### src/rtl/bitmap_consts.svh
// constants of the coil and discrete-input reference map
`ifndef BITMAP_CONSTS_SVH
`define BITMAP_CONSTS_SVH
`define FC_READ_COILS 8'h01
`define FC_READ_INPUTS 8'h02
`define FC_FORCE_SINGLE 8'h05
`define FC_FORCE_MULTI 8'h0f
`define EXC_ILLEGAL_FUNC 8'h01
`define EXC_ILLEGAL_ADDR 8'h02
`define COIL_FORCE_ON 16'hff00
`define COIL_FORCE_OFF 16'h0000
`define CTRL_WORD_BITS 32
`define RELAY_COUNT 6
`define DIN_COUNT 6
`define RELAY_BASE 16'h0020
`define DIN_BASE 16'h0020
`define MASK_LIMITED 32'h0000_08ef
`define MASK_EXTENDED 32'h000f_fff7
`define MASK_FULL 32'h0000_0cff
`define PROF_LIMITED 2'h0
`define PROF_EXTENDED 2'h1
`define PROF_FULL 2'h2
`define REG_CTRL 32'h0000_0000
`define REG_STATUS 32'h0000_0004
`define REG_REQ 32'h0000_0008
`define REG_RESULT 32'h0000_000c
`define REG_RDATA 32'h0000_0010
`define REG_WVALS 32'h0000_0014
`define REG_CTLWORD 32'h0000_0018
`define REG_RELAY 32'h0000_001c
`define REQ_GO_BIT 31
`define CTRL_FB_EN_BIT 2
`define STAT_BUSY_BIT 0
`endif

### src/rtl/bitmap_pkg.sv
// types for the coil and discrete-input reference map
package bitmap_pkg;
  typedef logic [1:0] profile_t;
  typedef logic [7:0] func_code_t;
  typedef logic [15:0] ref_addr_t;
  typedef enum logic [3:0] {
    ST_IDLE = 4'b0001,
    ST_CHECK = 4'b0010,
    ST_WALK = 4'b0100,
    ST_DONE = 4'b1000
  } txn_state_e;
endpackage : bitmap_pkg

### src/rtl/status_word_map.sv
// status-word assembly for the discrete-input image
`timescale 1ns/1ps
`include "bitmap_consts.svh"
module status_word_map
  import bitmap_pkg::*;
(
  // clock and reset
  input wire logic core_clk,
  input wire logic rst_b,
  // profile and drive state
  input wire bitmap_pkg::profile_t profile,
  input wire logic [4:0] legacy_status,
  input wire logic [4:0] extended_status,
  // assembled word
  output logic [31:0] status_word
);
  always_ff @(posedge core_clk or negedge rst_b) begin
    if (!rst_b) begin
      status_word <= 32'h0000_0000;
    end else if (profile == `PROF_EXTENDED) begin
      status_word <= {27'h0000000, extended_status};
    end else begin
      status_word <= {27'h0000000, legacy_status};
    end
  end
endmodule : status_word_map

### src/rtl/coil_image.sv
// control-word coil image with per-profile write mask
`timescale 1ns/1ps
`include "bitmap_consts.svh"
module coil_image
  import bitmap_pkg::*;
(
  // clock and reset
  input wire logic core_clk,
  input wire logic rst_b,
  // profile and single-bit force
  input wire bitmap_pkg::profile_t profile,
  input wire logic wr_en,
  input wire logic [5:0] wr_idx,
  input wire logic wr_val,
  // image
  output logic [31:0] ctrl_word,
  output logic [`RELAY_COUNT-1:0] relay_out
);
  logic [31:0] mask;
  logic [31:0] raw_q;

  always_comb begin
    unique case (profile)
      `PROF_EXTENDED: mask = `MASK_EXTENDED;
      `PROF_FULL: mask = `MASK_FULL;
      default: mask = `MASK_LIMITED;
    endcase
  end

  // masked bits are dropped on write and reread as zero; raw_q is not cleared on a profile
  // change, so bits written under another profile that the new mask allows stay visible
  always_ff @(posedge core_clk or negedge rst_b) begin
    if (!rst_b) begin
      raw_q <= 32'h0000_0000;
    end else if (wr_en && !wr_idx[5]) begin
      raw_q[wr_idx[4:0]] <= wr_val & mask[wr_idx[4:0]];
    end
  end

  always_ff @(posedge core_clk or negedge rst_b) begin
    if (!rst_b) begin
      relay_out <= '0;
    end else if (wr_en && wr_idx[5] && wr_idx[4:0] < `RELAY_COUNT) begin
      relay_out[wr_idx[2:0]] <= wr_val;
    end
  end

  assign ctrl_word = raw_q & mask;
endmodule : coil_image

### src/rtl/fieldbus_bit_reference_map.sv
// coil and discrete-input reference map with apb request port
`timescale 1ns/1ps
`include "bitmap_consts.svh"
module fieldbus_bit_reference_map
  import bitmap_pkg::*;
(
  // clock and reset
  input wire logic core_clk,
  input wire logic rst_b,
  // apb slave
  input wire logic psel,
  input wire logic penable,
  input wire logic pwrite,
  input wire logic [31:0] paddr,
  input wire logic [31:0] pwdata,
  output logic [31:0] prdata,
  output logic pready,
  output logic pslverr,
  // drive state
  input wire logic [4:0] legacy_status,
  input wire logic [4:0] extended_status,
  input wire logic [`DIN_COUNT-1:0] hw_inputs,
  // drive commands
  output logic [31:0] control_word,
  output logic [`RELAY_COUNT-1:0] relay_states,
  output logic [1:0] word_profile_select
);
  import bitmap_pkg::*;

  txn_state_e state_q;
  logic fb_enable_q;
  profile_t profile_q;
  func_code_t func_q;
  ref_addr_t start_q;
  logic [5:0] count_q;
  logic [5:0] step_q;
  logic [31:0] wvals_q;
  logic [31:0] rdata_q;
  logic [7:0] exc_q;
  logic done_q;
  logic [31:0] prdata_q;
  logic pready_q;
  logic pslverr_q;
  logic [`DIN_COUNT-1:0] din_meta_q;
  logic [`DIN_COUNT-1:0] din_sync_q;
  logic [31:0] ctrl_word;
  logic [`RELAY_COUNT-1:0] relay_w;
  logic [31:0] status_word;
  logic img_wr;
  logic [5:0] img_idx;
  logic img_val;
  logic [16:0] end_addr;
  logic addr_ok;
  logic func_ok;
  ref_addr_t cur_addr;
  logic cur_bit;
  logic bus_wr;
  logic bus_rd;
  logic bus_acc;
  logic hit_rd;
  logic hit_wr;
  logic [31:0] rd_word;
  logic req_go;
  logic walk_last;

  // the answer is prepared on the first access edge; a write commits only
  // on the edge where the master sees pready, never before
  assign bus_acc = psel && penable && !pready_q;
  assign bus_rd = bus_acc && !pwrite;
  assign bus_wr = psel && penable && pwrite && pready_q;
  assign req_go = bus_wr && paddr == `REG_REQ && pwdata[`REQ_GO_BIT] &&
    state_q == ST_IDLE;
  assign walk_last = func_q == `FC_FORCE_SINGLE || step_q + 6'h01 == count_q;

  coil_image u_coils (
    .core_clk(core_clk),
    .rst_b(rst_b),
    .profile(profile_q),
    .wr_en(img_wr),
    .wr_idx(img_idx),
    .wr_val(img_val),
    .ctrl_word(ctrl_word),
    .relay_out(relay_w)
  );

  status_word_map u_status (
    .core_clk(core_clk),
    .rst_b(rst_b),
    .profile(profile_q),
    .legacy_status(legacy_status),
    .extended_status(extended_status),
    .status_word(status_word)
  );

  // hardware inputs arrive from pins
  always_ff @(posedge core_clk or negedge rst_b) begin
    if (!rst_b) begin
      din_meta_q <= '0;
      din_sync_q <= '0;
    end else begin
      din_meta_q <= hw_inputs;
      din_sync_q <= din_meta_q;
    end
  end

  // request checks
  assign end_addr = {1'b0, start_q} + {11'h000, count_q};
  always_comb begin
    func_ok = 1'b1;
    addr_ok = 1'b0;
    unique case (func_q)
      `FC_READ_COILS, `FC_FORCE_MULTI: begin
        addr_ok = count_q != 6'h00 &&
          count_q <= 6'(`CTRL_WORD_BITS) &&
          end_addr <= {1'b0, `RELAY_BASE} + 17'(`RELAY_COUNT);
      end
      `FC_FORCE_SINGLE: begin
        addr_ok = start_q < `RELAY_BASE + 16'(`RELAY_COUNT);
      end
      `FC_READ_INPUTS: begin
        addr_ok = count_q != 6'h00 &&
          count_q <= 6'(`CTRL_WORD_BITS) &&
          end_addr <= {1'b0, `DIN_BASE} + 17'(`DIN_COUNT);
      end
      default: func_ok = 1'b0;
    endcase
  end

  assign cur_addr = start_q + {10'h000, step_q};
  always_comb begin
    cur_bit = 1'b0;
    if (func_q == `FC_READ_INPUTS) begin
      if (cur_addr < `DIN_BASE) begin
        cur_bit = status_word[cur_addr[4:0]];
      end else begin
        cur_bit = din_sync_q[cur_addr[2:0]];
      end
    end else if (cur_addr < `RELAY_BASE) begin
      cur_bit = ctrl_word[cur_addr[4:0]];
    end else begin
      cur_bit = relay_w[cur_addr[2:0]];
    end
  end

  // a force is only applied while fieldbus control is granted
  always_comb begin
    img_wr = 1'b0;
    img_idx = cur_addr[5:0];
    img_val = wvals_q[step_q[4:0]];
    if (state_q == ST_WALK && fb_enable_q) begin
      if (func_q == `FC_FORCE_MULTI) begin
        img_wr = 1'b1;
      end else if (func_q == `FC_FORCE_SINGLE) begin
        img_wr = 1'b1;
        img_val = wvals_q[0];
      end
    end
  end

  // one request in flight, like a half-duplex single-client link
  always_ff @(posedge core_clk or negedge rst_b) begin
    if (!rst_b) begin
      state_q <= ST_IDLE;
    end else begin
      unique case (state_q)
        ST_IDLE: begin
          if (req_go) begin
            state_q <= ST_CHECK;
          end
        end
        ST_CHECK: begin
          if (!func_ok || !addr_ok) begin
            state_q <= ST_DONE;
          end else begin
            state_q <= ST_WALK;
          end
        end
        ST_WALK: begin
          if (walk_last) begin
            state_q <= ST_DONE;
          end
        end
        ST_DONE: begin
          state_q <= ST_IDLE;
        end
      endcase
    end
  end

  always_ff @(posedge core_clk or negedge rst_b) begin
    if (!rst_b) begin
      step_q <= 6'h00;
    end else if (state_q == ST_CHECK) begin
      step_q <= 6'h00;
    end else if (state_q == ST_WALK) begin
      step_q <= step_q + 6'h01;
    end
  end

  // bits are captured before a force lands, so a refused force still
  // returns the current states
  always_ff @(posedge core_clk or negedge rst_b) begin
    if (!rst_b) begin
      rdata_q <= 32'h0000_0000;
    end else if (state_q == ST_CHECK) begin
      rdata_q <= 32'h0000_0000;
    end else if (state_q == ST_WALK) begin
      rdata_q[step_q[4:0]] <= cur_bit;
    end
  end

  always_ff @(posedge core_clk or negedge rst_b) begin
    if (!rst_b) begin
      exc_q <= 8'h00;
    end else if (state_q == ST_CHECK) begin
      if (!func_ok) begin
        exc_q <= `EXC_ILLEGAL_FUNC;
      end else if (!addr_ok) begin
        exc_q <= `EXC_ILLEGAL_ADDR;
      end else begin
        exc_q <= 8'h00;
      end
    end
  end

  // done stands until the next request is taken
  always_ff @(posedge core_clk or negedge rst_b) begin
    if (!rst_b) begin
      done_q <= 1'b0;
    end else if (req_go) begin
      done_q <= 1'b0;
    end else if (state_q == ST_DONE) begin
      done_q <= 1'b1;
    end
  end

  // profile and fieldbus grant
  always_ff @(posedge core_clk or negedge rst_b) begin
    if (!rst_b) begin
      fb_enable_q <= 1'b0;
      profile_q <= `PROF_LIMITED;
    end else if (bus_wr && paddr == `REG_CTRL) begin
      profile_q <= pwdata[1:0];
      fb_enable_q <= pwdata[`CTRL_FB_EN_BIT];
    end
  end

  // request fields and force values are frozen while a request runs
  always_ff @(posedge core_clk or negedge rst_b) begin
    if (!rst_b) begin
      func_q <= 8'h00;
      start_q <= 16'h0000;
      count_q <= 6'h00;
    end else if (bus_wr && paddr == `REG_REQ && state_q == ST_IDLE) begin
      func_q <= pwdata[7:0];
      start_q <= pwdata[23:8];
      count_q <= pwdata[29:24];
    end
  end

  always_ff @(posedge core_clk or negedge rst_b) begin
    if (!rst_b) begin
      wvals_q <= 32'h0000_0000;
    end else if (bus_wr && paddr == `REG_WVALS && state_q == ST_IDLE) begin
      wvals_q <= pwdata;
    end
  end

  // read mux and writable map; a miss on either answers with pslverr
  always_comb begin
    hit_rd = 1'b1;
    hit_wr = 1'b0;
    rd_word = 32'h0000_0000;
    unique case (paddr)
      `REG_CTRL: begin
        rd_word = {29'h0, fb_enable_q, profile_q};
        hit_wr = 1'b1;
      end
      `REG_STATUS: rd_word = {30'h0, done_q, state_q != ST_IDLE};
      `REG_REQ: begin
        rd_word = {2'h0, count_q, start_q, func_q};
        hit_wr = 1'b1;
      end
      `REG_RESULT: rd_word = {24'h0, exc_q};
      `REG_RDATA: rd_word = rdata_q;
      `REG_WVALS: begin
        rd_word = wvals_q;
        hit_wr = 1'b1;
      end
      `REG_CTLWORD: rd_word = ctrl_word;
      `REG_RELAY: rd_word = {26'h0, relay_w};
      default: hit_rd = 1'b0;
    endcase
  end

  // apb answer: one wait state
  always_ff @(posedge core_clk or negedge rst_b) begin
    if (!rst_b) begin
      pready_q <= 1'b0;
    end else begin
      pready_q <= psel && penable && !pready_q;
    end
  end

  always_ff @(posedge core_clk or negedge rst_b) begin
    if (!rst_b) begin
      pslverr_q <= 1'b0;
    end else if (bus_rd) begin
      pslverr_q <= !hit_rd;
    end else if (bus_acc) begin
      pslverr_q <= !hit_wr;
    end else begin
      pslverr_q <= 1'b0;
    end
  end

  // read data only stands beside pready, zero otherwise
  always_ff @(posedge core_clk or negedge rst_b) begin
    if (!rst_b) begin
      prdata_q <= 32'h0000_0000;
    end else if (bus_rd) begin
      prdata_q <= rd_word;
    end else begin
      prdata_q <= 32'h0000_0000;
    end
  end

  // registered copies to the drive
  always_ff @(posedge core_clk or negedge rst_b) begin
    if (!rst_b) begin
      control_word <= 32'h0000_0000;
      relay_states <= '0;
      word_profile_select <= `PROF_LIMITED;
    end else begin
      control_word <= ctrl_word;
      relay_states <= relay_w;
      word_profile_select <= profile_q;
    end
  end

  assign prdata = prdata_q;
  assign pready = pready_q;
  assign pslverr = pslverr_q;
endmodule : fieldbus_bit_reference_map

### config.mk
export PLATFORM = sky130hd
export DESIGN_NAME = fieldbus_bit_reference_map
export DESIGN_NICKNAME = d
export VERILOG_FILES = /design/src/rtl/bitmap_pkg.sv /design/src/rtl/status_word_map.sv /design/src/rtl/coil_image.sv /design/src/rtl/fieldbus_bit_reference_map.sv
export VERILOG_INCLUDE_DIRS = /design/src /design/src/rtl
export SDC_FILE = /design/constraint.sdc
export NUM_CORES = 1
export LEC_CHECK = 0
export BUFFER_PORTS_ARGS = -buffer_cell sky130_fd_sc_hd__buf_4
export CAP_MARGIN = 15
export CORE_ASPECT_RATIO = 0.7
export CORE_MARGIN = 3
export CORE_UTILIZATION = 62
export CTS_CLUSTER_SIZE = 25
export DETAILED_ROUTE_END_ITERATION = 10
export PLACE_DENSITY_LB_ADDON = 0.08
export SYNTH_ARGS = -nofsm -noshare
export SYNTH_HDL_FRONTEND = slang
export SYNTH_SLANG_ARGS = --single-unit
### constraint.sdc
create_clock -name core_clk -period 6.62 [get_ports core_clk]
set_clock_uncertainty 0.1 [all_clocks]
set_input_delay 0 -clock core_clk [delete_from_list [all_inputs] [get_ports core_clk]]
set_output_delay 0 -clock core_clk [all_outputs]
set_load 0.01 [all_outputs]
==> impl_metrics.tcl, run 1 <==
set metrics [dict create \
    end_kind "flop" \
    synth_simple_gate_area_share 0.152 \
    crit_path_start_kind "flop" \
    ios 159 \
    wl_per_cell_um 22.7 \
    synth-edff-count 0 \
    antenna_found_initial 1 \
    clk_root_buffer_cell "clkbuf_16" \
    timing.rr.start "start_q[0]$_DFFE_PN0P_" \
    grt_max_degree 103 \
    worst-setup-path-type "reg2reg" \
    slowest_stage "xor2_1" \
    grt_pass1_vias 9126 \
    ff2ff_path_depth 10 \
    drtAntennaViolNets 0 \
    synthFlopType "dfrtp_1" \
    leakage_nw 6.11 \
    hpwlAfterDp_mm 21.7 \
    placed_area_mm2 0.0123 \
    power.density_mw_per_mm2 201 \
    core_mm2 0.0173 \
    slowest_delay_ns 0.66 \
    die_x_um 165 \
    cts.htree.levels 1 \
    required_ns 6.89 \
    synth_fa_ha_area_frac 0.0240 \
    use_met2 0.483 \
    clk_path_buf_depth 3 \
    cts.clk_slew.worst_paths_ns 0.07 \
    ys_seq_elements 215 \
    grt_pass1_wl_mm 50.5 \
    met1_usage 0.498 \
    ctsResizeCount 0 \
    drt_wl_total_mm 32.5 \
    die_height_um 118 \
    clock_latency_ns 0.51 \
    gr-usage-met3 0.0897 \
    async_flop_share 1.00 \
    internal_power_mw 2.16 \
    area_delta_synth_final_pct 23.1 \
    synth_xor_area_frac 0.0151 \
    netlist_instances 1008 \
    worst_hold_slack_ns 0.0295 \
    tritoncts "yes" \
    post-place-ws_ns 2.88 \
    grt_use_total 0.332 \
    overflow 0 \
    syn-cell-area_mm2 0.0110 \
    nets 1289 \
    maxSlewHeadroom 0.265 \
    drt_iter0_drc 1277 \
    hold_buffers 59 \
    finalMaxSlewViolations 0 \
    p_comb_frac 0.041 \
    rsz0062_at_grt "no" \
    pwr-share-seq 0.485 \
    clkPwrFrac 0.474 \
    vias_per_cell 6.53 \
    clock-sinks 215 \
    setup_tns_ns 0 \
    worstMarginPinSlew_ns 1.09 \
    max_freq_mhz 261 \
    fin_crit_sh 0.579 \
    cts_setup_buffers 0 \
    muxShareOfSynthArea 0.124 \
    dieArea_mm2 0.0195 \
    diodes 0 \
    hold_viol 0 \
    fp-row-count 40 \
    path_cells "ha_1, fa_1, xor2_1, mux4_2, mux2i_1, nand3_1, and4_1, o21ai_2, buf_4, o211ai_1" \
    setup_violations 0 \
    critPathArrivalTime_ns 4.11 \
    start_util 0.638 \
    swShare 0.209 \
    globalplace.congestion 0.933 \
    dr_total_vias 9325 \
    drc_errors 0 \
    max-cap-violations 0 \
    outcome "finished clean" \
    rr_endpoint "rdata_q[1]$_DFFE_PN0P_" \
    regToRegSetupSlack_ns 2.79 \
    drive_above_1_share 0.279 \
    cp_max_fo 32 \
    synth_seq_area_share 0.487 \
    grt.busiest_layer "met1" \
    synth.avg_cell_area_um2 11.0 \
    post-route-min-period_ns 3.83 \
    timing.final.ws_setup_ns 2.79 \
    final_util 0.785 \
    numPortBuffers 146 \
    yosys.cell_types.count 77 \
    p_sw_uw 569 \
    yosysWarningCount 0 \
    design_area_mm2 0.0136 \
    first_pass_iters 9 \
    nFillCells 1138 \
    ir_drop_mv 0.212 \
    min_path_type "in2async" \
    synth_top_family_by_area "compound AO/OA/AOI/OAI gates" \
    synth_compound_area_frac 0.160 \
    cts_made_buffers 21 \
]
==> final cells by class <==
class / count / area [um2] / area share
clock inverters: 9 / 158 / 0.0116
flip-flops and latches: 215 / 5380 / 0.396
well taps: 231 / 289 / 0.0213
clock buffers: 28 / 582 / 0.0428
inverters: 11 / 41.3 / 0.00304
repair buffers: 222 / 1820 / 0.134
multi-input cells: 713 / 5310 / 0.391
==> power by group through the flow <==
stage | sequential [mW] | clock [mW] | combinational [mW]
floorplan | 1.35 | 0 | 0.0159
global placement | 1.35 | 0 | 0.0835
detailed placement | 1.35 | 0 | 0.0848
CTS | 1.32 | 1.30 | 0.111
global route | 1.32 | 1.36 | 0.122
finish | 1.32 | 1.29 | 0.112
==> cells in the mapped netlist, drive strengths merged (16+ instances only) <==
cell	instances	area, um2
nor3	17	85.1
nand2	81	307
o31a	17	149
dfrtp	214	5360
o211ai	18	205
clkbuf	54	203
and2	17	106
or3	20	125
ha	18	225
mux4	16	360
a21oi	26	130
nand3	55	275
a222oi	25	250
o31ai	26	195
nor2	50	188
mux2	82	923
buf	26	170
o21ai	55	279
==> registers in the layout, indices dropped and copies added, names as in the netlist, 2 cells and up <==
name and cells:
step_q 6, state_q 4, prdata 32, relay_states 6, count_q 6, rdata_q 32
control_word 20, profile_q 2, din_sync_q 6, din_meta_q 6, u_coils.raw_q 20, func_q 8
wvals_q 32, word_profile_select 2, u_status.status_word 5, start_q 16, exc_q 2, u_coils.relay_out 6
==> per-stage QoR <==
step / instances / power (mW)
floorplan: 1019 / 1.36
global placement: 1333 / 1.43
detailed placement: 1333 / 1.43
CTS: 1429 / 2.73
global route: 1429 / 2.80
finish: 1429 / 2.72
==> cell families after synthesis <==
kind of cell / Yosys count
compound gates: 236
mux: 106
flops: 215
simple gates: 320
xor+xnor: 19
buf+inv: 91
fa+ha+maj: 20
other cells: 1
==> layout by cell type, fill, tap and decap left out, types with 8 or more instances in the layout <==
cell and n:
a21oi_1 25, a222oi_1 25, a22oi_1 15, and2_1 16, buf_4 162, clkbuf_16 21, conb_1 12, dfrtp_1 214
dlygate4sd3_1 59, ha_1 18, inv_1 11, mux2_2 82, mux2i_1 8, mux4_2 16, nand2_1 79, nand3_1 55
nand4_1 9, nor2_1 50, nor3_1 17, nor4_1 12, o211ai_2 14, o21ai_0 45, o21ai_1 9, o31a_1 17
o31ai_1 26, or3_1 20, xnor2_1 12
==> layer usage <==
metal	wire length, um	part of all wire
met3	3810	0.12
met2	14200	0.44
met1	13700	0.42
met4	765	0.024
met5	8	0.00025
==> how the worst max path moves through the flow <==
stage	from	to	slack [ns]	depth (start not counted)
after floorplan	step_q[0]$_DFFE_PN0P_	rdata_q[10]$_DFFE_PN0P_	3.30	10
after global placement	start_q[0]$_DFFE_PN0P_	rdata_q[21]$_DFFE_PN0P_	3.00	10
after detailed placement	start_q[0]$_DFFE_PN0P_	rdata_q[14]$_DFFE_PN0P_	2.88	10
after CTS	start_q[0]$_DFFE_PN0P_	rdata_q[29]$_DFFE_PN0P_	2.83	10
after global routing	start_q[0]$_DFFE_PN0P_	rdata_q[28]$_DFFE_PN0P_	2.64	10
final	start_q[0]$_DFFE_PN0P_	rdata_q[1]$_DFFE_PN0P_	2.79	10
==> worst max-delay path: cells and delay by family (launching register included) <==
| family | cells | cell delay, ns |
|---|---|---|
| muxes | 2 | 0.80 |
| adders and majority gates | 2 | 0.72 |
| xor gates and xnor gates | 1 | 0.66 |
| DFF | 1 | 0.42 |
| buffers and inverters | 1 | 0.38 |
| and+or+nand+nor | 2 | 0.30 |
| AOI/OAI and AO/OA | 2 | 0.29 |
Power figures use the tool's default switching activity.
==> run 2, diff against run 1 <==
Settings changed: CORE_UTILIZATION 62 to 52.
Clock period 6.62 ns to 3.43 ns, I/O delays scaled along.
==> impl_metrics.tcl, run 2 (synthesized netlist as in run 1, its figures left out) <==
set metrics [dict create \
    max_freq_mhz 303 \
    critPathArrivalTime_ns 3.60 \
    fin_crit_sh 0.963 \
    clk_path_buf_depth 3 \
    overflow 0 \
    timing.rr.start "start_q[0]$_DFFE_PN0P_" \
    nets 1312 \
    drt_iter0_drc 1054 \
    swShare 0.210 \
    drt_wl_total_mm 33.1 \
    clock-sinks 215 \
    start_util 0.543 \
    rsz0062_at_grt "no" \
    placed_cells 1393 \
    timing.final.ws_setup_ns 0.128 \
    drive_above_1_share 0.294 \
    min_path_type "in2async" \
    cts_setup_buffers 0 \
    drc_errors 0 \
    post-place-ws_ns 0.218 \
    core_mm2 0.0203 \
    cts_made_buffers 22 \
    use_met2 0.410 \
    numPortBuffers 146 \
    hold_viol 8 \
    globalplace.congestion 0.908 \
    clk_root_buffer_cell "clkbuf_16" \
    diodes 0 \
    crit_path_start_kind "flop" \
    p_sw_mw 1.14 \
    setup_tns_ns 0 \
    outcome "finished with violations" \
    power.density_mw_per_mm2 391 \
    setup_violations 0 \
    die_x_um 180 \
    pwr-share-seq 0.469 \
    gr-usage-met3 0.0632 \
    fin_cells 1492 \
    final_cell_mix "214 x dfrtp_1, 180 x buf_4, 82 x mux2_2" \
    clock_latency_ns 0.51 \
    ir_drop_mv 0.268 \
    drtAntennaViolNets 0 \
    worstMarginPinSlew_ns 0.918 \
    leakage_nw 6.29 \
    ios 159 \
    met1_usage 0.446 \
    post-route-min-period_ns 3.30 \
    grt_pass1_vias 8882 \
    critPathLaunch "start_q[0]$_DFFE_PN0P_" \
    cts.htree.levels 1 \
    end_kind "flop" \
    max-cap-violations 0 \
    die_height_um 128 \
    grt_pass1_wl_mm 52.1 \
    grt_max_degree 96 \
    final_common_cell "dfrtp_1" \
    wl_per_cell_um 22.2 \
    required_ns 3.72 \
    maxSlewHeadroom 0.388 \
    worst-setup-path-type "reg2reg" \
    first_pass_iters 6 \
    antenna_found_initial 0 \
    cp_max_fo 20 \
    clkPwrFrac 0.490 \
    p_comb_frac 0.040 \
    hpwlAfterDp_mm 22.6 \
    cts.clk_slew.worst_paths_ns 0.06 \
    internal_power_mw 4.29 \
    tritoncts "yes" \
    grt_use_total 0.285 \
    vias_per_cell 6.20 \
    fp-row-count 43 \
    finalMaxSlewViolations 0 \
    grt.busiest_layer "met1" \
    dr_total_vias 9255 \
    area_delta_synth_final_pct 25.9 \
    worst_hold_slack_ns -0.0180 \
    violations "hold timing" \
    dieArea_mm2 0.0230 \
]
## run 2: metrics by stage
step                       util  total power [mW]  hold WS [ns]  instance area (um2)
after floorplan               -              2.63        -0.396                11100
after global placement    0.615              2.76       -0.0309                12500
after detailed placement  0.615              2.77       -0.0215                12500
after CTS                 0.683              5.47        0.0267                13900
after global routing      0.683              5.59        0.0447                13900
final                     0.683              5.43       -0.0180                13900
## run 2: worst paths after layout
check                      slack [ns]  depth (start not counted)                            to
min reg2reg                      0.25                          0       din_sync_q[3]$_DFF_PN0_
min in group core_clk            0.03                          2       din_meta_q[2]$_DFF_PN0_
min                             -0.02                          2     control_word[1]$_DFF_PN0_
max in group asynchronous        2.45                          3    control_word[19]$_DFF_PN0_
max                              0.13                          9  u_coils.raw_q[5]$_DFFE_PN0P_
max reg2reg                      0.13                          9  u_coils.raw_q[5]$_DFFE_PN0P_
## run 2: layer usage
metal  share of wire  vias to the layer above
met1            0.46                     4545
met3           0.095                       56
li1                -                     4170
met2            0.42                      484
met5               0                        -
met4           0.021                        0
## run 2: power groups by stage
stage	clock network, mW	registers, mW	logic (mW)
2_1_floorplan	0	2.60	0.0307
3_3_place_gp	0	2.60	0.167
3_5_place_dp	0	2.60	0.168
4_1_cts	2.70	2.55	0.220
5_1_grt	2.80	2.55	0.239
6_report	2.66	2.55	0.218
## run 2: cell type report
cell class                 instances  area [um2]
sequential                       215        5380
fill                            1538        6440
timing repair buffer             244        2030
tap                              270         338
inverter                          11        41.3
multi-input combinational        713        5310
clock inverter                    14         208
clock buffer                      25         593
## run 2: worst max-delay path, cell delays in order (launching register included)
cell      delay (ns)
dfrtp_1         0.42
ha_1            0.25
fa_1            0.44
a211oi_1        0.41
nor2_1          0.21
or2_2           0.41
o32ai_1         0.29
o21ai_1         0.10
buf_4           0.24
o31ai_1         0.31
## run 2: timing repair
action / in CTS / in global routing
gates resized for setup: 0 / 1
hold buffers: 60 / 0
endpoints found under the hold margin: 296 / 0
setup endpoints to repair: 0 / 17
==> run 3, diff against run 2 <==
Settings changed: MAX_ROUTING_LAYER set to met4.
==> impl_metrics.tcl, run 3 (synthesized netlist as in run 1, its figures left out) <==
set metrics [dict create \
    outcome "finished with violations" \
    violations "hold timing" \
    max_freq_mhz 308 \
    globalplace.congestion 0.910 \
    max-cap-violations 0 \
    end_kind "flop" \
    cts_setup_buffers 0 \
    timing.final.ws_setup_ns 0.186 \
    setup_violations 0 \
    die_height_um 128 \
    swShare 0.215 \
    power.density_mw_per_mm2 364 \
    clkPwrFrac 0.448 \
    drc_errors 0 \
    ff_latch_area_mm2 0.00538 \
    crit_path_start_kind "flop" \
    drive_above_1_share 0.292 \
    cts.clk_slew.worst_paths_ns 0.07 \
    clk_root_buffer_cell "clkbuf_16" \
    design_area_mm2 0.0138 \
    internal_power_mw 3.94 \
    area_delta_synth_final_pct 24.8 \
    worstMarginPinSlew_ns 0.927 \
    placed_area_mm2 0.0125 \
    cts.htree.levels 1 \
    clock-sinks 215 \
    timing.rr.start "start_q[0]$_DFFE_PN0P_" \
    required_ns 3.70 \
    p_comb_frac 0.043 \
    cp_max_fo 32 \
    hpwlAfterDp_mm 23.0 \
    drtAntennaViolNets 0 \
    dr_total_vias 9359 \
    rsz0062_at_grt "no" \
    rr_endpoint "rdata_q[13]$_DFFE_PN0P_" \
    pwr-share-seq 0.509 \
    dieArea_mm2 0.0230 \
    maxSlewHeadroom 0.382 \
    worst_hold_slack_ns -0.0252 \
    core_mm2 0.0203 \
    clk_path_buf_depth 3 \
    die_x_um 180 \
    hold_viol 18 \
    post-place-ws_ns 0.226 \
    nFillCells 1585 \
    leakage_nw 6.23 \
    overflow 0 \
    tritoncts "yes" \
    finalMaxSlewViolations 0 \
    first_pass_iters 8 \
    multi_input_area_mm2 0.00531 \
    setup_tns_ns 0 \
    vias_per_cell 6.26 \
    nets 1315 \
    fp-row-count 43 \
    ios 159 \
    grt_pass1_wl_mm 52.3 \
    grt_pass1_vias 9049 \
    final_util 0.678 \
    cts_made_buffers 21 \
    ff2ff_path_depth 10 \
    final_cell_mix "214 x dfrtp_1, 185 x buf_4, 82 x mux2_2" \
    drt_iter0_drc 946 \
    numPortBuffers 146 \
    post-route-min-period_ns 3.24 \
    fin_crit_sh 0.946 \
    antenna_found_initial 1 \
    start_util 0.543 \
    regToRegSetupSlack_ns 0.19 \
    critPathArrivalTime_ns 3.51 \
    wl_per_cell_um 22.2 \
    drt_wl_total_mm 33.2 \
    clock_latency_ns 0.51 \
    final_common_cell "dfrtp_1" \
    grt_use_total 0.295 \
    grt_max_degree 86 \
    min_path_type "in2async" \
    ir_drop_mv 0.348 \
    p_sw_mw 1.08 \
    worst-setup-path-type "reg2reg" \
]
[run 3: cell count changes in the layout (fill, tap and decap cells not counted), moves of 2 or more]
cell / before / now
clkbuf_16: 23 / 21
bufinv_16: 5 / 1
buf_4: 180 / 185
clkbuf_1: 1 / 4
clkbuf_8: 1 / 3
[run 3: worst max-delay path by stage]
stage / startpoint / endpoint / slack, ns / cells past startpoint
detailed placement: start_q[0]$_DFFE_PN0P_ / u_coils.raw_q[13]$_DFFE_PN0P_ / 0.23 / 9
global route: start_q[0]$_DFFE_PN0P_ / rdata_q[13]$_DFFE_PN0P_ / 0.03 / 10
global placement: start_q[2]$_DFFE_PN0P_ / rdata_q[25]$_DFFE_PN0P_ / 0.26 / 9
CTS: start_q[0]$_DFFE_PN0P_ / u_coils.raw_q[13]$_DFFE_PN0P_ / 0.23 / 9
floorplan: step_q[0]$_DFFE_PN0P_ / rdata_q[10]$_DFFE_PN0P_ / 0.11 / 10
finish: start_q[0]$_DFFE_PN0P_ / rdata_q[13]$_DFFE_PN0P_ / 0.19 / 10
[run 3: per-layer routing]
layer | vias to the layer above | track usage | wire, um
met5 | - | - | 0
met4 | 0 | 0.0577 | 616
li1 | 4184 | - | -
met3 | 51 | 0.0647 | 3340
met1 | 4637 | 0.437 | 15100
met2 | 487 | 0.423 | 14100
[run 3: what timing repair did]
action                                  in CTS  in global routing
endpoints found under the setup margin       0                 13
endpoints found under the hold margin      240                  0
gates resized for setup                      0                  1
hold buffers                                60                  0
[run 3: cell type report]
class                           instances  area share
Tap cell                              270      0.0245
Sequential cell                       215       0.391
Timing Repair Buffer                  248       0.148
Clock inverter                          9     0.00572
Antenna cell                            1    0.000182
Inverter                               11     0.00300
Multi-Input combinational cell        713       0.385
Clock buffer                           28      0.0422
[run 3: critical path, cell delays in order, from the launching register on]
cell and delay [ns]:
dfrtp_1 0.42, ha_1 0.25, fa_1 0.59, buf_4 0.28, mux4_2 0.34, mux2i_1 0.30
nor2_1 0.09, a21oi_2 0.12, buf_4 0.34, o31a_1 0.18, o21ai_0 0.09
[run 3: through the flow]
stage,instances,power [mW]
final,1495,5.01
after global routing,1495,5.16
after CTS,1494,5.05
after detailed placement,1397,2.77
after global placement,1397,2.76
after floorplan,1019,2.63
[run 3: power by group through the flow]
stage               sequential (mW)  clock, mW  combinational (mW)
detailed placement             2.60          0               0.168
floorplan                      2.60          0              0.0307
global placement               2.60          0               0.166
CTS                            2.55       2.28               0.219
finish                         2.55       2.24               0.218
global route                   2.55       2.38               0.239
